[src/verilog/aio_pkg_tick.sv]
// Purpose: Shared constants for the analog I/O scan sequencer, and a small tick counter
// Assumes: Single 10 MHz clock sys_clk, asynchronous active-low reset rst_b
// Notes: Times are held in ns; cycle counts are derived from the clock period
package aio_pkg;
  // ==========================================================================
  // Channel counts
  localparam int NUM_AI = 4;
  localparam int NUM_AO = 4;
  localparam int OUT_SLOTS = 4;
  localparam int CH_W = 2;
  localparam int DATA_W = 16;
  localparam int ADDR_W = 16;
  // ==========================================================================
  // Timing
  localparam int CLK_NS = 100;
  localparam int T_CONV_NS = 500000;
  localparam int CONV_CYC = (T_CONV_NS + CLK_NS - 1) / CLK_NS;
  localparam int T_UNIT_NS = 500000;
  localparam int UNIT_CYC = T_UNIT_NS / CLK_NS;
  localparam int CNT_W = 16;
  // ==========================================================================
  // Interrupt modes and parameter field widths
  localparam logic [1:0] MODE_NONE = 2'h0;
  localparam logic [1:0] MODE_CYCLIC = 2'h1;
  localparam logic [1:0] MODE_CEND = 2'h2;
  localparam int TIME_W = 5;
  localparam logic [ADDR_W-1:0] BASE_ADDR_DEF = 16'h0100;
  localparam logic [ADDR_W-1:0] WORD_BYTES = 16'h0002;
  // ==========================================================================
  // Reset values of adopted parameters
  localparam logic [NUM_AI-1:0] AI_EN_RST = 4'hF;
  localparam logic [NUM_AO-1:0] AO_EN_RST = 4'hF;
  localparam logic [NUM_AI-1:0] DIAG_RST = 4'h0;
  localparam logic [TIME_W-1:0] TIME_RST = 5'h00;
  localparam logic [DATA_W-1:0] DATA_RST = 16'h0000;
endpackage

// Divider enabled by run: pulses tick on the last cycle of each N-cycle period, held at zero while run is low
module aio_tick #(
  parameter int N = aio_pkg::CONV_CYC
) (
  // Clock and reset
  input wire logic sys_clk,
  input wire logic rst_b,
  // Control
  input wire logic run,
  output logic tick
);
  logic [aio_pkg::CNT_W-1:0] cnt;
  logic [aio_pkg::CNT_W-1:0] next_cnt;

  always_comb
  begin
    tick = run && (cnt == aio_pkg::CNT_W'(N - 1));
    if (!run || tick)
    begin
      next_cnt = '0;
    end
    else
    begin
      next_cnt = cnt + 1'b1;
    end
  end

  always_ff @(posedge sys_clk or negedge rst_b)
  begin
    if (!rst_b)
    begin
      cnt <= '0;
    end
    else
    begin
      cnt <= next_cnt;
    end
  end
endmodule

[src/verilog/aio_scan_seq.sv]
// Purpose: Analog input/output scan sequencer with staged parameter adoption
// Assumes: Host logic on sys_clk; converter data arrives from pins and is synchronised
// Notes: Each channel is one 16-bit word; reads give inputs, writes set outputs
module aio_scan_seq #(
  parameter logic [aio_pkg::ADDR_W-1:0] BASE_ADDR = aio_pkg::BASE_ADDR_DEF,
  parameter int CONV_CYCLES = aio_pkg::CONV_CYC,
  parameter int UNIT_CYCLES = aio_pkg::UNIT_CYC
) (
  // Clock and reset
  input wire logic sys_clk,
  input wire logic rst_b,
  // Host operating mode
  input wire logic cpu_run,
  // Parameter block (complete) and running dynamic update
  input wire logic prm_load,
  input wire logic dyn_load,
  input wire logic [aio_pkg::NUM_AI-1:0] prm_diag_en,
  input wire logic [aio_pkg::NUM_AI-1:0] prm_ai_en,
  input wire logic [aio_pkg::NUM_AO-1:0] prm_ao_en,
  input wire logic [1:0] prm_irq_mode,
  input wire logic [aio_pkg::TIME_W-1:0] prm_irq_time,
  // Host channel access
  input wire logic host_sel,
  input wire logic host_we,
  input wire logic [aio_pkg::ADDR_W-1:0] host_addr,
  input wire logic [aio_pkg::DATA_W-1:0] host_wdata,
  output logic [aio_pkg::DATA_W-1:0] host_rdata,
  output logic host_ack,
  output logic addr_err,
  // Converter side
  input wire logic [aio_pkg::DATA_W-1:0] adc_data,
  output logic adc_start,
  output logic [aio_pkg::CH_W-1:0] adc_ch,
  output logic dac_wr,
  output logic [aio_pkg::CH_W-1:0] dac_ch,
  output logic [aio_pkg::DATA_W-1:0] dac_data,
  // Status
  output logic [aio_pkg::NUM_AI-1:0] diag_en,
  output logic meas_busy,
  output logic hw_irq
);
  // ==========================================================================
  // Helpers
  // Lowest enabled channel at or above 'from'; found flag in the top bit
  function automatic logic [aio_pkg::CH_W:0] first_en(input logic [aio_pkg::NUM_AI-1:0] m,
                                                     input logic [aio_pkg::CH_W:0] from);
    logic [aio_pkg::CH_W:0] r;
    r = '0;
    for (int i = aio_pkg::NUM_AI - 1; i >= 0; i--)
    begin
      if (m[i] && (i >= int'(from)))
      begin
        r = {1'b1, aio_pkg::CH_W'(i)};
      end
    end
    return r;
  endfunction

  function automatic logic [aio_pkg::CH_W:0] word_of(input logic [aio_pkg::ADDR_W-1:0] a);
    logic [aio_pkg::ADDR_W-1:0] off;
    off = a - BASE_ADDR;
    return {(a >= BASE_ADDR) && (off < aio_pkg::WORD_BYTES * aio_pkg::ADDR_W'(aio_pkg::NUM_AI))
            && !a[0],
            off[aio_pkg::CH_W:1]};
  endfunction

  // ==========================================================================
  // Parameter staging
  logic run_q;
  logic run_rise;
  logic [aio_pkg::NUM_AI-1:0] pend_diag, next_pend_diag, next_diag_en;
  logic [aio_pkg::NUM_AI-1:0] pend_ai, next_pend_ai, act_ai, next_act_ai;
  logic [aio_pkg::NUM_AO-1:0] pend_ao, next_pend_ao, act_ao, next_act_ao;
  logic [1:0] pend_mode, next_pend_mode, act_mode, next_act_mode;
  logic [aio_pkg::TIME_W-1:0] pend_time, next_pend_time, act_time, next_act_time;
  logic dyn_pend, next_dyn_pend;
  logic cyc_edge;

  assign run_rise = cpu_run && !run_q;

  always_comb
  begin
    next_pend_diag = pend_diag;
    next_pend_ai = pend_ai;
    next_pend_ao = pend_ao;
    next_pend_mode = pend_mode;
    next_pend_time = pend_time;
    next_diag_en = diag_en;
    next_act_ai = act_ai;
    next_act_ao = act_ao;
    next_act_mode = act_mode;
    next_act_time = act_time;
    next_dyn_pend = dyn_pend;
    if (prm_load || dyn_load)
    begin
      if (prm_load)
      begin
        next_pend_diag = prm_diag_en;
      end
      next_pend_ai = prm_ai_en;
      next_pend_ao = prm_ao_en;
      next_pend_mode = prm_irq_mode;
      next_pend_time = prm_irq_time;
    end
    if (run_rise)
    begin
      // Whole staged set taken, static and dynamic alike
      next_diag_en = pend_diag;
      next_act_ai = pend_ai;
      next_act_ao = pend_ao;
      next_act_mode = pend_mode;
      next_act_time = pend_time;
      next_dyn_pend = 1'b0;
    end
    else if (dyn_pend && cyc_edge)
    begin
      // Dynamic fields only, and only at a measuring-cycle boundary
      next_act_ai = pend_ai;
      next_act_ao = pend_ao;
      next_act_mode = pend_mode;
      next_act_time = pend_time;
      next_dyn_pend = 1'b0;
    end
    // A write in the same cycle as a boundary adoption keeps its flag set; one at run_rise does not
    if (dyn_load && run_q)
    begin
      next_dyn_pend = 1'b1;
    end
  end

  always_ff @(posedge sys_clk or negedge rst_b)
  begin
    if (!rst_b)
    begin
      run_q <= 1'b0;
      pend_diag <= aio_pkg::DIAG_RST;
      pend_ai <= aio_pkg::AI_EN_RST;
      pend_ao <= aio_pkg::AO_EN_RST;
      pend_mode <= aio_pkg::MODE_NONE;
      pend_time <= aio_pkg::TIME_RST;
      diag_en <= aio_pkg::DIAG_RST;
      act_ai <= aio_pkg::AI_EN_RST;
      act_ao <= aio_pkg::AO_EN_RST;
      act_mode <= aio_pkg::MODE_NONE;
      act_time <= aio_pkg::TIME_RST;
      dyn_pend <= 1'b0;
    end
    else
    begin
      run_q <= cpu_run;
      pend_diag <= next_pend_diag;
      pend_ai <= next_pend_ai;
      pend_ao <= next_pend_ao;
      pend_mode <= next_pend_mode;
      pend_time <= next_pend_time;
      diag_en <= next_diag_en;
      act_ai <= next_act_ai;
      act_ao <= next_act_ao;
      act_mode <= next_act_mode;
      act_time <= next_act_time;
      dyn_pend <= next_dyn_pend;
    end
  end

  // ==========================================================================
  // Timebases
  typedef enum logic [2:0] {
    AIO_M_IDLE = 3'b001,
    AIO_M_CONV = 3'b010,
    AIO_M_WAIT = 3'b100
  } aio_meas_t;
  aio_meas_t mstate, next_mstate;
  logic slot_tick, unit_tick, out_tick;
  logic [aio_pkg::TIME_W-1:0] per_cnt, next_per_cnt;
  logic per_hit;

  aio_tick #(.N(CONV_CYCLES)) u_slot (.sys_clk(sys_clk), .rst_b(rst_b),
    .run(mstate == AIO_M_CONV), .tick(slot_tick));
  aio_tick #(.N(UNIT_CYCLES)) u_unit (.sys_clk(sys_clk), .rst_b(rst_b),
    .run(run_q), .tick(unit_tick));
  aio_tick #(.N(CONV_CYCLES)) u_out (.sys_clk(sys_clk), .rst_b(rst_b),
    .run(run_q), .tick(out_tick));

  // Period of zero units behaves as one unit
  assign per_hit = unit_tick && (per_cnt + 1'b1 >= act_time);

  always_comb
  begin
    next_per_cnt = per_cnt;
    if (!run_q || per_hit)
    begin
      next_per_cnt = '0;
    end
    else if (unit_tick)
    begin
      next_per_cnt = per_cnt + 1'b1;
    end
  end

  // ==========================================================================
  // Measuring cycle
  logic [aio_pkg::DATA_W-1:0] adc_s1, adc_s2;
  logic [aio_pkg::DATA_W-1:0] ai_val [aio_pkg::NUM_AI];
  logic [aio_pkg::CH_W:0] nxt_first, nxt_after;
  logic next_adc_start, next_busy, next_irq, cyc_end;
  logic [aio_pkg::CH_W-1:0] next_adc_ch;
  logic cend_due, next_cend_due;

  assign nxt_first = first_en(act_ai, '0);
  assign nxt_after = first_en(act_ai, {1'b0, adc_ch} + 1'b1);
  assign cyc_end = (mstate == AIO_M_CONV) && slot_tick && !nxt_after[aio_pkg::CH_W];
  assign cyc_edge = (mstate != AIO_M_CONV);

  always_comb
  begin
    next_mstate = mstate;
    next_adc_ch = adc_ch;
    next_adc_start = 1'b0;
    next_cend_due = run_q && (cend_due || (per_hit && act_mode == aio_pkg::MODE_CEND));
    case (mstate)
      AIO_M_IDLE, AIO_M_WAIT:
      begin
        // Cycle-end mode waits for its cycle time; other modes run free
        if (run_q && nxt_first[aio_pkg::CH_W] && !dyn_pend &&
            (act_mode != aio_pkg::MODE_CEND || cend_due))
        begin
          next_mstate = AIO_M_CONV;
          next_adc_ch = nxt_first[aio_pkg::CH_W-1:0];
          next_adc_start = 1'b1;
          // A period tick in the start cycle is kept, so no cycle time is lost
          next_cend_due = per_hit && act_mode == aio_pkg::MODE_CEND;
        end
      end
      AIO_M_CONV:
      begin
        if (!run_q)
        begin
          next_mstate = AIO_M_IDLE;
        end
        else if (slot_tick && nxt_after[aio_pkg::CH_W])
        begin
          // Disabled channels take no time at all
          next_adc_ch = nxt_after[aio_pkg::CH_W-1:0];
          next_adc_start = 1'b1;
        end
        else if (cyc_end)
        begin
          next_mstate = AIO_M_WAIT;
        end
      end
      default:
      begin
        next_mstate = AIO_M_IDLE;
      end
    endcase
    next_busy = (next_mstate == AIO_M_CONV);
    next_irq = run_q && ((act_mode == aio_pkg::MODE_CYCLIC && per_hit) ||
                         (act_mode == aio_pkg::MODE_CEND && cyc_end));
  end

  always_ff @(posedge sys_clk or negedge rst_b)
  begin
    if (!rst_b)
    begin
      mstate <= AIO_M_IDLE;
      adc_ch <= '0;
      adc_start <= 1'b0;
      meas_busy <= 1'b0;
      hw_irq <= 1'b0;
      per_cnt <= '0;
      cend_due <= 1'b0;
      adc_s1 <= aio_pkg::DATA_RST;
      adc_s2 <= aio_pkg::DATA_RST;
    end
    else
    begin
      mstate <= next_mstate;
      adc_ch <= next_adc_ch;
      adc_start <= next_adc_start;
      meas_busy <= next_busy;
      hw_irq <= next_irq;
      per_cnt <= next_per_cnt;
      cend_due <= next_cend_due;
      adc_s1 <= adc_data;
      adc_s2 <= adc_s1;
    end
  end

  // ==========================================================================
  // Output cycle and host channel access
  logic [aio_pkg::DATA_W-1:0] ao_val [aio_pkg::NUM_AO];
  logic [aio_pkg::CH_W-1:0] out_slot;
  logic [aio_pkg::CH_W:0] hw;

  assign hw = word_of(host_addr);

  generate
    for (genvar g = 0; g < aio_pkg::NUM_AI; g++)
    begin : g_ch
      always_ff @(posedge sys_clk or negedge rst_b)
      begin
        if (!rst_b)
        begin
          ai_val[g] <= aio_pkg::DATA_RST;
          ao_val[g] <= aio_pkg::DATA_RST;
        end
        else
        begin
          if (mstate == AIO_M_CONV && slot_tick && adc_ch == aio_pkg::CH_W'(g))
          begin
            ai_val[g] <= adc_s2;
          end
          if (host_sel && host_we && hw[aio_pkg::CH_W] && hw[aio_pkg::CH_W-1:0] == g)
          begin
            ao_val[g] <= host_wdata;
          end
        end
      end
    end
  endgenerate

  always_ff @(posedge sys_clk or negedge rst_b)
  begin
    if (!rst_b)
    begin
      out_slot <= '0;
      dac_wr <= 1'b0;
      dac_ch <= '0;
      dac_data <= aio_pkg::DATA_RST;
      host_rdata <= aio_pkg::DATA_RST;
      host_ack <= 1'b0;
      addr_err <= 1'b0;
    end
    else
    begin
      // Slot advances whether or not its channel is enabled
      out_slot <= out_tick ? out_slot + 1'b1 : out_slot;
      dac_wr <= out_tick && act_ao[out_slot];
      dac_ch <= out_tick ? out_slot : dac_ch;
      dac_data <= out_tick ? ao_val[out_slot] : dac_data;
      host_ack <= host_sel && hw[aio_pkg::CH_W];
      addr_err <= host_sel && !hw[aio_pkg::CH_W];
      host_rdata <= (host_sel && !host_we && hw[aio_pkg::CH_W]) ?
                    ai_val[hw[aio_pkg::CH_W-1:0]] : host_rdata;
    end
  end

  // ==========================================================================
  // Checks
  logic [aio_pkg::CH_W-1:0] last_ch;
  always_ff @(posedge sys_clk or negedge rst_b)
  begin
    if (!rst_b)
    begin
      last_ch <= '0;
    end
    else if (adc_start)
    begin
      last_ch <= adc_ch;
    end
  end

  a_odd_refused: assert property (@(posedge sys_clk) disable iff (!rst_b)
    host_sel && host_addr[0] |=> addr_err && !host_ack)
    else $error("odd byte address was accepted");
  a_shared_base: assert property (@(posedge sys_clk) disable iff (!rst_b)
    host_sel && host_we && host_addr == BASE_ADDR |=> ao_val[0] == $past(host_wdata))
    else $error("output 0 not at shared start address");
  a_only_enabled: assert property (@(posedge sys_clk) disable iff (!rst_b)
    adc_start |-> act_ai[adc_ch])
    else $error("disabled input converted");
  a_ascending_scan: assert property (@(posedge sys_clk) disable iff (!rst_b)
    adc_start && mstate == AIO_M_CONV && $past(mstate) == AIO_M_CONV |-> adc_ch > last_ch)
    else $error("channels not visited in ascending order");
  a_out_wrap: assert property (@(posedge sys_clk) disable iff (!rst_b)
    out_tick && out_slot == aio_pkg::CH_W'(aio_pkg::OUT_SLOTS - 1) |=> out_slot == '0)
    else $error("output cycle not four slots");
  a_load_pending: assert property (@(posedge sys_clk) disable iff (!rst_b)
    prm_load && !run_rise |=> diag_en == $past(diag_en))
    else $error("parameter block applied on load");
  a_run_adopt: assert property (@(posedge sys_clk) disable iff (!rst_b)
    run_rise |=> diag_en == $past(pend_diag) && act_ai == $past(pend_ai))
    else $error("parameters not adopted at stop to run");
  a_static_hold: assert property (@(posedge sys_clk) disable iff (!rst_b)
    run_q && cpu_run |=> $stable(diag_en))
    else $error("static parameter changed while running");
  a_cyclic_irq: assert property (@(posedge sys_clk) disable iff (!rst_b)
    run_q && act_mode == aio_pkg::MODE_CYCLIC && per_hit |=> hw_irq)
    else $error("cyclic interrupt missing");
  a_cend_irq: assert property (@(posedge sys_clk) disable iff (!rst_b)
    run_q && act_mode == aio_pkg::MODE_CEND && cyc_end |=> hw_irq ##1 !hw_irq)
    else $error("cycle end interrupt wrong");
endmodule

[config.mk]
export PLATFORM = sky130hd
export DESIGN_NAME = aio_scan_seq
export DESIGN_NICKNAME = d
export VERILOG_FILES = /design/src/verilog/aio_pkg_tick.sv /design/src/verilog/aio_scan_seq.sv
export SDC_FILE = /design/constraint.sdc
export NUM_CORES = 1
export LEC_CHECK = 0
export BUFFER_PORTS_ARGS = -buffer_cell sky130_fd_sc_hd__buf_2
export CORE_ASPECT_RATIO = 0.5
export CORE_MARGIN = 8
export CORE_UTILIZATION = 25
export CTS_CLUSTER_SIZE = 24
export DETAILED_ROUTE_END_ITERATION = 6
export PLACE_DENSITY = 0.37
export SLEW_MARGIN = 5
export SYNTH_ARGS = -nofsm -noshare
export SYNTH_HDL_FRONTEND = slang
export SYNTH_SLANG_ARGS = --single-unit
[constraint.sdc]
create_clock -name sys_clk -period 3.1 [get_ports sys_clk]
set_input_delay 0.62 -clock sys_clk [delete_from_list [all_inputs] [get_ports sys_clk]]
set_output_delay 0.62 -clock sys_clk [all_outputs]
set_load 0.1 [all_outputs]
**Word level (Yosys, flattened, before mapping)**

Index checks and enable logic that the tools add are counted.

- Bits in registers: 301
- Bits of input ports: 74
- Output and inout bits: 46
- Logic and storage cells: 188

- Add/subtract/negate cells: 7
- Magnitude comparators: 10
- Eq/ne operators: 20
- Muxes and demuxes: 47
- Bitwise operators: 2
- Reductions and logical operators: 63

Operator list:

| kind | count |
|---|---|
| two-way mux 16 bit | 7 |
| binary-select mux 16 bit (select 2 bit) | 2 |
| adder 16 x 1 -> 16 bit, second input constant | 3 |
| == test 16 x 13 -> 1 bit, second input constant | 3 |
| logical AND 1 bit | 39 |
| two-way mux 3 bit | 12 |
| two-way mux 5 bit | 4 |
| greater-or-equal comparator 16 x 9 -> 1 bit, second input constant | 1 |
| less-than comparator 16 x 4 -> 1 bit, second input constant | 1 |
| two-way mux 4 bit | 4 |
| subtractor 16 x 9 -> 16 bit, second input constant | 1 |
| == test 2 bit, second input constant | 5 |
| two-way mux 2 bit | 5 |
| two-way mux 1 bit | 9 |
| logical OR 1 bit | 8 |
| inequality test 2 bit, second input constant | 4 |
| zero test 1 bit | 7 |
| == test 2 x 1 -> 1 bit, second input constant | 3 |
| == test 3 x 2 -> 1 bit, second input constant | 2 |
| greater-or-equal comparator 1 x 3 -> 1 bit, first input constant | 2 |
| greater-or-equal comparator 2 x 3 -> 1 bit, first input constant | 2 |
| greater-or-equal comparator 3 bit, second input constant | 2 |
| NOT 2 -> 3 bit | 2 |
| case mux 3 bit (2 select lines) | 1 |
| 17 further kinds | 20 |

**Longest topological paths before layout**

Gate-level depths: netlist of the first run.

- Depth after elaboration: 14
- Depth in mapped cells: 8
- Gate-level depth less buffers: 8

**By module**

A second synthesis of the first run with hierarchy kept.

- Cells, all modules: 870
- Area, all modules: 12928.6 µm²

By module, submodules not included:

| module | times used | cells an instance | area an instance (µm²) | sequential area each (µm²) |
|---|---|---|---|---|
| aio_scan_seq | 1 | 625 | 10531.4 | 6352.3 |
| aio_tick at u_out ... | 2 | 82 | 798.3 | 400.4 |
| aio_tick at u_unit | 1 | 81 | 800.8 | 400.4 |

**Least setup slack after synthesis of the first run**

Ideal clock, no wire load.

- Path type: input to register
- Start point: input host_addr[10] (netlist bit)
- End point: register ao_val[21] (netlist bit)
- Setup time: 0.125 ns
- Arrival time: 2.268 ns
- Data required time: 2.975 ns
- Path slack: 0.707 ns
- Stages on the path: 7
- Path buffers: 2
- Cell sequence: nor4b_1 > nand4_1 > nor2_1 > and4b_1 > clkbuf_1 > buf_2 > mux2_2

- Word-level cells in the longest chain between the ends: 6
- Elaborated cells on any way between the ends: 7
- Classes of those cells: add/sub: 1; order compare: 2; reduce/logical: 4

RTL lines:

| element | line | RTL |
|---|---|---|
| from (decl) | aio_scan_seq.sv:25 | `input wire logic [aio_pkg::ADDR_W-1:0] host_addr,` |
| subtractor 16 x 9 -> 16 bit | aio_scan_seq.sv:61 | `off = a - BASE_ADDR;` |
| less-than comparator 16 x 4 -> 1 bit | aio_scan_seq.sv:62 | `return {(a >= BASE_ADDR) && (off < aio_pkg::WORD_BYTES * aio_pkg::ADDR_W'(aio_pkg::NUM_AI))` |
| logical AND 1 bit * | aio_scan_seq.sv:62 |  |
| logical AND 1 bit * | aio_scan_seq.sv:63 | `&& !a[0],` |
| logical AND 1 bit * (2 in a row) | aio_scan_seq.sv:313 | `if (host_sel && host_we && hw[aio_pkg::CH_W] && hw[aio_pkg::CH_W-1:0] == g)` |
| to (signal, indexed assignment) | aio_scan_seq.sv:305 | `ao_val[g] <= aio_pkg::DATA_RST;` |
| to (signal, indexed assignment) | aio_scan_seq.sv:315 | `ao_val[g] <= host_wdata;` |
| to (decl) | aio_scan_seq.sv:291 | `logic [aio_pkg::DATA_W-1:0] ao_val [aio_pkg::NUM_AO];` |

Mark *: on every way between the ends. The rest lies on a longest branch, timed or not.
A chain may end at the register's enable or synchronous reset.

**Final worst setup path of the first run**

- Start point: register u_slot.cnt[14] (netlist bit)
- End point: register ai_val[51] (netlist bit)

- Word-level cells in the longest chain between the ends: 4

RTL lines:

| element | line | RTL |
|---|---|---|
| from (decl) | aio_pkg_tick.sv:49 | `logic [aio_pkg::CNT_W-1:0] cnt;` |
| from (signal assigned) | aio_pkg_tick.sv:73 | `cnt <= next_cnt;` |
| == test 16 x 13 -> 1 bit | aio_pkg_tick.sv:54 | `tick = run && (cnt == aio_pkg::CNT_W'(N - 1));` |
| logical AND 1 bit | aio_pkg_tick.sv:54 |  |
| logical AND 1 bit (2 in a row) | aio_scan_seq.sv:309 | `if (mstate == AIO_M_CONV && slot_tick && adc_ch == aio_pkg::CH_W'(g))` |
| to (signal, indexed assignment) | aio_scan_seq.sv:304 | `ai_val[g] <= aio_pkg::DATA_RST;` |
| to (signal, indexed assignment) | aio_scan_seq.sv:311 | `ai_val[g] <= adc_s2;` |
| to (decl) | aio_scan_seq.sv:203 | `logic [aio_pkg::DATA_W-1:0] ai_val [aio_pkg::NUM_AI];` |

No other way between the ends.

==> results of run 1 <==
[layout make-up]
cell class	instances	area, um2	share of cell area [%]
Clock inverter	7	139	0.911
Clock buffer	50	957	6.28
Tap cell	660	826	5.41
Sequential cell	301	7550	49.5
Multi-Input combinational cell	515	4820	31.6
Timing Repair Buffer	146	921	6.04
Antenna cell	1	2.50	0.0164
Inverter	10	37.5	0.246
[cell usage in the layout, fill, tap and decap left out, drive strengths merged, types with 2 or more instances in the layout]
master	instances
o22ai	3
mux2	201
dfrtp	284
a21oi	10
or3	5
a21boi	6
nor4	7
ha	9
nand4	12
nor2b	5
nand3b	4
clkinv	2
nor2	57
nor3	4
inv	11
or4	2
nand3	26
and4	6
or4b	2
nand2	25
buf	146
nand2b	6
mux4	33
nor4b	2
nor3b	3
a31o	3
a21o	2
and3	9
xor2	30
and4b	2
dfstp	17
bufinv	4
and2	10
o31ai	2
xnor2	14
clkbuf	50
o21ai	9
[per-stage QoR]
| step | area, um2 | hold WS (ns) |
|---|---|---|
| final | 15300 | 0.0523 |
| after global placement | 14200 | 0.336 |
| after detailed placement | 14200 | 0.335 |
| after global routing | 15300 | 0.0699 |
| after CTS | 15300 | 0.0531 |
| after floorplan | 12600 | 0.324 |
[cell families (layout without fill, tap and decap cells)]
family | after synthesis | after routing | synth area share (%)
and+or+nand+nor | 190 | 190 | 8.18
adders and majority gates | 9 | 9 | 0.895
muxes | 234 | 234 | 24.2
xor gates and xnor gates | 44 | 44 | 3.06
other | 0 | 1 | 0
AOI/OAI and AO/OA | 38 | 38 | 1.90
DFF | 301 | 301 | 60.1
buffers and inverters | 45 | 213 | 1.71
[routing by layer]
metal  routed length [um]  global-route usage, %  vias up
li1                     -                      -     3384
met1                12900                   12.8     3851
met2                14800                   17.4       76
met3                  920                   2.02       47
met4                  677                   2.58        2
met5                   13                      0        -
[cell usage after synthesis (12+ instances only)]
cell type  instances
nand4_1           12
mux2_2           191
clkbuf_1          20
dfrtp_1          284
nand3_1           24
nor2_1            57
dfstp_2           17
nand2_1           25
xor2_1            30
xnor2_1           14
mux4_2            33
[where the power goes]
part           switching [mW]  total, mW  internal, mW
Clock                    1.58       4.01          2.43
Combinational           0.471      0.706         0.235
Sequential              0.121       4.20          4.08
[flip-flops by register name (all words and copies together), names as in the netlist, 3 cells and up]
name	count
u_slot.cnt	16
per_cnt	5
adc_s1	16
pend_diag	4
pend_ai	4
pend_time	5
act_ai	4
pend_ao	4
u_out.cnt	16
diag_en	4
ai_val	64
adc_s2	16
ao_val	64
act_ao	4
dac_data	16
host_rdata	16
u_unit.cnt	16
act_time	5
mstate	3
[worst max-delay path, stage by stage, from the launching register on]
cell and delay (ns):
dfrtp_1 0.40, or4_1 0.54, nor4_1 0.31, and2_1 0.41
nor3b_4 0.29, buf_12 0.21, mux2_2 0.36
[path summary, 6_finish.rpt]
| path | start | to | slack (ns) | depth (start not counted) |
|---|---|---|---|---|
| max | u_slot.cnt[14] | ai_val[51] | 0.44 | 6 |
| min | rst_b | u_slot.cnt[0] | 0.05 | 1 |
| max reg2reg | u_slot.cnt[14] | ai_val[51] | 0.44 | 6 |
| min reg2reg | adc_s1[4] | adc_s2[4] | 0.35 | 0 |
| max in group asynchronous | rst_b | ao_val[3] | 2.24 | 2 |
| min in group sys_clk | adc_data[5] | adc_s1[5] | 0.15 | 1 |
==> qor.txt, run 1 <==
Outcome = complete, no violations
Worst setup SP type = register
Starting density of the core = 25.2%
Cell at the root of the clock tree = clkbuf_16
Setup repair after global routing missed its margin = false
Worst slack at placement = 0.408 ns
Maximum achievable frequency = 376 MHz
Cell row count = 58
Least-Margin Pin Slew = 0.736 ns
Setup crit end kind = register
Wire length of the first global-routing pass = 47200 um
Dpl cells = 1632
Classification of the worst-slack hold path = primary input to async pin
Largest buffer count on any clock path = 3
Critical path fanouts, max = 16
Flip-flop and latch count after synthesis = 301
Die extent in x = 333 um
Wire length after detailed routing = 29300 um
Crit path arrival time = 3.11 ns
Detailed router's first-iteration violation count = 320
Max Cap Viol = 0
Aggregate global routing overflow = 0
Area added between synthesis and finish = 21.3%
CTS tree = built
Final count of negative-setup-slack endpoints = 0
Final setup TNS = 0 ns
Total CTS buffers = 31
Primary flip-flop cell chosen by synthesis mapping = dfrtp_1
Fraction of registers with async set or reset after synthesis = 100%
Startpoint-to-endpoint class of the critical path = register to register
Final hold violation count = 0
Number of global-route vias before repair = 8114
Cell types with the largest area share after synthesis = dfrtp_1 57%, mux2_2 17%, mux4_2 5.9%
Worst Path Required = 3.55 ns
Mean instance size in the synthesized netlist = 14.6 um2
Max-slew violations = 0
Number of standard cells in the layout, taps in and fillers out = 1690
Count of flip-flops with a built-in enable after synthesis = 0
RePlAce Congestion = 0.715
DRC Markers = 0
Worst max-slew margin expressed relative to the limit = 50.8%
Clock tree skew after final layout = 0.00810 ns
Number of buffers added for setup after CTS = 0
GR Util All Layers = 10.0%
Register clock-pin slew on the reported worst setup and hold paths = 0.06 ns
CTS H-Tree Depth = 1
Top Ports = 120
Utilization after layout = 30.6%
1st-pass router iterations = 4
Number of antenna violations at the first check in global routing = 1
Number of port buffers = 119
Leakage = 7.19 nW
Cell type contributing the most total cell area after synthesis = dfrtp_1
Fraction of layout instances using a drive strength above 1 = 44.5%
Resized Gates After CTS = 0
Clock latency on the worst-skew pair = 0.57 ns
Synthesis warning total = 0
Syn_nets = 944
Number of nets still failing antenna checks after routing = 0
DPL Wire Length = 19500 um
Post-route setup slack = 0.438 ns
Power density over cell area = 585 nW/um2
Cell count after synthesis = 861
Die boundary height = 175 um
Final Net Count = 1088
Largest voltage drop on the vdd net = 0.385 mV
Area of the core region = 49900 um2
Sequential element share of the synthesized area = 60.1%
Total number of vias = 7360
Filler instances = 4996
Post-route fraction of the period consumed by the critical path = 85.9%
Hold buffer count at cts = 0
Proportion of netlist area held by the largest area contributor = 56.5%
Distinct cell type count of the synthesized netlist = 52
Floorplan die area = 58200 um2
Min cycle time layout = 2.66 ns
Detail-routed net length per standard cell = 17.3 um
Post-synth design cell area = 12600 um2
Overall power consumption = 8.92 mW
Ratio of routed vias to standard cells = 4.36
Clock sink total = 301
Maximum number of pins on one net before global-route repair = 80
Note: power is estimated with default switching activity, not from simulation.
==> run 2, diff against run 1 <==
==> constraint.sdc (replaced) <==
create_clock -name sys_clk -period 2.87 [get_ports sys_clk]
set_input_delay 0.574 -clock sys_clk [delete_from_list [all_inputs] [get_ports sys_clk]]
set_output_delay 0.574 -clock sys_clk [all_outputs]
set_load 0.1 [all_outputs]
==> run 2 against run 1 <==
Against the previous run: non-clock buffer count increased by 5; via count decreased by 0.41%; maximum frequency decreased by 0.14%; critical path depth unchanged; core utilization decreased by 0.12 points; register-to-register slack got worse by 0.23 ns; die area unchanged; sequential power increased by 8.1%; critical path type unchanged; critical endpoint is now ai_val[52]; largest cell class unchanged; largest power group unchanged.
==> qor.txt, run 2 (same netlist as run 1, synthesis figures left out) <==
Outcome = complete, no violations
RePlAce Congestion = 0.714
Power density over cell area = 618 nW/um2
Wire length after detailed routing = 29200 um
Filler instances = 5027
Least-Margin Pin Slew = 0.654 ns
Post-route fraction of the period consumed by the critical path = 92.9%
Detailed router's first-iteration violation count = 502
Setup repair after global routing missed its margin = false
Worst setup SP type = register
Number of port buffers = 119
Dpl cells = 1636
Area added between synthesis and finish = 20.8%
Maximum number of pins on one net before global-route repair = 63
Largest voltage drop on the vdd net = 0.464 mV
Startpoint-to-endpoint class of the critical path = register to register
GR Util All Layers = 10.0%
Post-route setup slack = 0.204 ns
Largest buffer count on any clock path = 3
Final count of negative-setup-slack endpoints = 0
Number of buffers added for setup after CTS = 0
Critical path fanouts, max = 16
Wire length of the first global-routing pass = 47300 um
CTS H-Tree Depth = 1
Cell at the root of the clock tree = clkbuf_16
DPL Wire Length = 19400 um
Area of the core region = 49900 um2
Largest registers = ai_val x64, ao_val x64
Clock latency on the worst-skew pair = 0.57 ns
Floorplan die area = 58200 um2
Die boundary height = 175 um
Maximum achievable frequency = 375 MHz
Cell row count = 58
FF+latch area = 7550 um2
Final setup TNS = 0 ns
Most common cell after layout, fill and taps aside = dfrtp_1
Register clock-pin slew on the reported worst setup and hold paths = 0.06 ns
Final Net Count = 1093
Final hold violation count = 0
Max Cap Viol = 0
1st-pass router iterations = 4
Clock sink total = 301
Min cycle time layout = 2.67 ns
Total inserted antenna cells = 0
Number of nets still failing antenna checks after routing = 0
Top Ports = 120
Total number of vias = 7330
Max-slew violations = 0
CTS tree = built
Starting density of the core = 25.2%
Footprint of the multi-input gates = 4820 um2
Highest-count cells in the layout ignoring fill and taps = 284 x dfrtp_1, 191 x mux2_2, 118 x buf_2, 56 x nor2_1, 33 x mux4_2
Resized Gates After CTS = 0
Detail-routed net length per standard cell = 17.2 um
Number of antenna violations at the first check in global routing = 3
Worst slack at placement = 0.184 ns
Setup crit end kind = register
Number of standard cells in the layout, taps in and fillers out = 1695
Fraction of layout instances using a drive strength above 1 = 44.4%
Number of global-route vias before repair = 8153
Classification of the worst-slack hold path = primary input to register
Aggregate global routing overflow = 0
Total CTS buffers = 31
Clock tree skew after final layout = 0.0166 ns
Worst Path Required = 3.31 ns
Worst max-slew margin expressed relative to the limit = 56.4%
Overall power consumption = 9.39 mW
Ratio of routed vias to standard cells = 4.32
Die extent in x = 333 um
DRC Markers = 0
Crit path arrival time = 3.11 ns
Leakage = 7.16 nW
-- run 2: changes by cell type in the layout (fill, tap and decap cells not counted), sizes merged --
cell	change
bufinv	-2
clkinv	+1
dlygate4sd3	+1
buf	+4
clkinvlp	+2
diode	-1
-- run 2: worst paths after layout --
| kind | start | endpoint | slack (ns) | cells past startpoint |
|---|---|---|---|---|
| worst max-delay path | u_slot.cnt[14] | ai_val[52] | 0.20 | 6 |
| worst min-delay path | adc_data[1] | adc_s1[1] | 0.11 | 1 |
| worst max register to register | u_slot.cnt[14] | ai_val[52] | 0.20 | 6 |
| worst min register to register | adc_s1[0] | adc_s2[0] | 0.34 | 0 |
| max in group asynchronous | rst_b | ao_val[28] | 1.50 | 3 |
| min in group asynchronous | rst_b | meas_busy | 0.56 | 2 |
-- run 2: power by group --
part	total, mW	leakage [nW]	switching [mW]	internal (mW)
sequential	4.54	4.01	0.133	4.41
clock	4.08	0.497	1.70	2.38
combinational	0.767	2.66	0.510	0.257
total	9.39	7.16	2.34	7.05
-- run 2: per-stage QoR --
stage	hold slack, ns	util, %	area, um2
final	0.108	30.4	15200
after global routing	0.0739	30.4	15200
after CTS	0.0658	30.4	15200
after detailed placement	0.336	28.4	14200
after global placement	0.333	28.4	14200
after floorplan	0.278	-	12600
-- run 2: what timing repair did --
item	CTS	global route
endpoints found under the hold margin	54	0
setup endpoints to repair	0	0
hold buffers	1	0
-- run 2: layout make-up --
cell class / instances / area share (%)
Tap cell: 660 / 5.43
Clock inverter: 8 / 0.650
Multi-Input combinational cell: 515 / 31.7
Inverter: 10 / 0.247
Sequential cell: 301 / 49.7
Clock buffer: 50 / 6.10
Timing Repair Buffer: 151 / 6.16
-- run 2: layer usage --
metal  GRT usage [%]  wire length [um]
met5               0                38
met4            2.10               578
met3            2.00               839
met2            17.4             14700
met1            12.9             13000
-- run 2: critical path, stage by stage, from the launching register on --
cell,delay (ns)
dfrtp_1,0.40
or4_1,0.52
nor4_1,0.43
and2_1,0.37
nor3b_4,0.27
buf_12,0.21
mux2_2,0.35
==> run 3, diff against run 2 <==
--- a/config.mk
+++ b/config.mk
@@ -5,13 +5,14 @@
 export SDC_FILE = /design/constraint.sdc
 export NUM_CORES = 1
 export LEC_CHECK = 0
-export BUFFER_PORTS_ARGS = -buffer_cell sky130_fd_sc_hd__buf_2
 export CORE_ASPECT_RATIO = 0.5
 export CORE_MARGIN = 8
 export CORE_UTILIZATION = 25
+export CTS_BUF_LIST = sky130_fd_sc_hd__clkbuf_8
 export CTS_CLUSTER_SIZE = 24
 export DETAILED_ROUTE_END_ITERATION = 6
-export PLACE_DENSITY = 0.37
+export DONT_BUFFER_PORTS = 1
+export PLACE_DENSITY = 0.35
 export SLEW_MARGIN = 5
 export SYNTH_ARGS = -nofsm -noshare
 export SYNTH_HDL_FRONTEND = slang
==> run 3 against run 2 <==
Against the previous run: the flow now finishes with violations (negative hold slack); clock-buffer cell count rose by 19; wire length decreased by 0.11%; critical path depth is 2 higher; largest cell class unchanged; maximum frequency up 7.7%; core utilization shrank 1.1 points; clock skew up 0.011 ns; flip-flop and latch count unchanged; die area unchanged.
==> qor.txt, run 3 (same netlist as run 1, synthesis figures left out) <==
CP endpoint = hw_irq
Cell at the root of the clock tree = clkbuf_8
Most common cell after layout, fill and taps aside = dfrtp_1
Highest-count cells in the layout ignoring fill and taps = 284 x dfrtp_1, 191 x mux2_2, 69 x clkbuf_8, 56 x nor2_1, 33 x mux4_2
Aggregate global routing overflow = 0
1st-pass router iterations = 4
Critical R2R Capture = hw_irq
Classification of the worst-slack hold path = primary input to async pin
Ratio of routed vias to standard cells = 4.37
Area added between synthesis and finish = 16.4%
Critical path fanouts, max = 5
Total inserted antenna cells = 0
Gate family responsible for the most delay along the worst path = simple AND/OR/NAND/NOR gates
Number of buffer and inverter stages on the critical path = 0
Detail-routed net length per standard cell = 18.0 um
Number of port buffers = 0
Register clock-pin slew on the reported worst setup and hold paths = 0.07 ns
Crit. Startpoint = per_cnt[0]
Wire length after detailed routing = 29200 um
Die extent in x = 333 um
Outcome = complete, but fails checks
Top Ports = 120
Internal Pwr Total = 6.76 mW
Max-slew violations = 0
Setup repair after global routing missed its margin = false
Switching share of power = 25.5%
Resized Gates After CTS = 0
Clock sink total = 301
Worst setup SP type = register
Filler instances = 5047
Worst path most repeated cell = ha_1
Violated checks = negative hold slack
Starting density of the core = 25.2%
Crit path arrival time = 2.94 ns
Detailed router's first-iteration violation count = 319
Final Net Count = 1000
R2r startpoint = per_cnt[0]
Clock tree skew after final layout = 0.0277 ns
Number of antenna violations at the first check in global routing = 2
DPL Wire Length = 18100 um
DRC Markers = 0
Final setup TNS = 0 ns
Final hold violation count = 284
Combinational share of power = 5.0%
Total CTS buffers = 49
Worst Path Required = 3.33 ns
Wire length of the first global-routing pass = 47100 um
Ordered cell list for the critical path = ha_1, xor2_1, ha_1, nand2_1, o21ai_0, a31oi_1, or4b_2, a21boi_0
Floorplan die area = 58200 um2
Power density over cell area = 620 nW/um2
Min cycle time layout = 2.47 ns
Worst max-slew margin expressed relative to the limit = 35.4%
Setup crit end kind = register
Startpoint-to-endpoint class of the critical path = register to register
Area of the core region = 49900 um2
Hold buffer count at cts = 17
CTS H-Tree Depth = 2
Largest registers = ai_val x64, ao_val x64
Peak per-stage delay on the critical path = 0.63 ns
Die boundary height = 175 um
GR Util All Layers = 10.2%
Max Cap Viol = 0
Maximum achievable frequency = 404 MHz
Final count of negative-setup-slack endpoints = 0
Worst R2R Path Depth = 8
Instance count on the critical path = 8
Largest voltage drop on the vdd net = 0.213 mV
Leakage = 6.74 nW
Total number of vias = 7072
Least-Margin Pin Slew = 0.969 ns
RePlAce Congestion = 0.706
Switching power = 2.32 mW
Fraction of layout instances using a drive strength above 1 = 37.6%
Flop2flop setup slack = 0.40 ns
Worst hold margin = -0.291 ns
Clock latency on the worst-skew pair = 0.58 ns
Sequential share of power = 51.5%
CP max-delay cell = or4b_2
CTS tree = built
Number of global-route vias before repair = 7788
Cell row count = 58
Number of nets still failing antenna checks after routing = 0
Number of buffers added for setup after CTS = 0
Post-route setup slack = 0.396 ns
Worst slack at placement = 0.357 ns
Clock group share of total power = 43.5%
Largest buffer count on any clock path = 3
Maximum number of pins on one net before global-route repair = 302
Post-route fraction of the period consumed by the critical path = 86.2%
==> run 3: cell types whose count changed in the layout (fill, tap and decap cells not counted), sizes merged <==
cell	previous run	this run
buf	150	23
clkbuf	50	69
inv	11	30
dlygate4sd3	1	17
bufinv	2	0
clkinvlp	2	0
==> run 3: how the worst min path moves through the flow <==
stage / from / slack [ns] / to
after detailed placement: rst_b / 0.29 / u_unit.cnt[6]
after global placement: rst_b / 0.29 / u_unit.cnt[6]
after floorplan: rst_b / 0.28 / act_mode[0]
after CTS: rst_b / -0.36 / diag_en[1]
after global routing: rst_b / -0.36 / u_slot.cnt[15]
final: rst_b / -0.29 / u_unit.cnt[13]
==> run 3: per-stage QoR <==
step           util, %  instances  hold WS (ns)  instance area [um2]  total power [mW]
3_3_place_gp      26.9       1509         0.292                13400              5.20
6_report          29.3       1618        -0.291                14600              9.08
4_1_cts           29.3       1618        -0.364                14600              9.33
2_1_floorplan        -        861         0.278                12600              5.09
5_1_grt           29.3       1618        -0.358                14600              9.59
3_5_place_dp      26.9       1509         0.292                13400              5.21
==> run 3: power by group through the flow <==
stage | Sequential, mW | Clock (mW) | Combinational [mW]
after floorplan | 4.76 | 0 | 0.327
after global placement | 4.76 | 0 | 0.435
after detailed placement | 4.77 | 0 | 0.442
after CTS | 4.69 | 4.18 | 0.464
after global routing | 4.70 | 4.39 | 0.495
final | 4.68 | 3.95 | 0.454
==> run 3: layer usage <==
| metal | vias to the layer above | GRT usage [%] | wire length (um) |
|---|---|---|---|
| met1 | 3691 | 13.3 | 13000 |
| met3 | 52 | 2.82 | 1300 |
| met5 | - | 0 | 23 |
| met4 | 4 | 2.78 | 604 |
| li1 | 3222 | - | - |
| met2 | 103 | 16.7 | 14200 |
==> run 3: final cells by class <==
class,count,area [um2],share of cell area [%]
clock buffer,69,950,6.49
clock inverter,23,103,0.701
inverter,10,37.5,0.256
multi-input combinational,515,4820,32.9
sequential,301,7550,51.6
tap,660,826,5.64
timing repair buffer,40,355,2.43
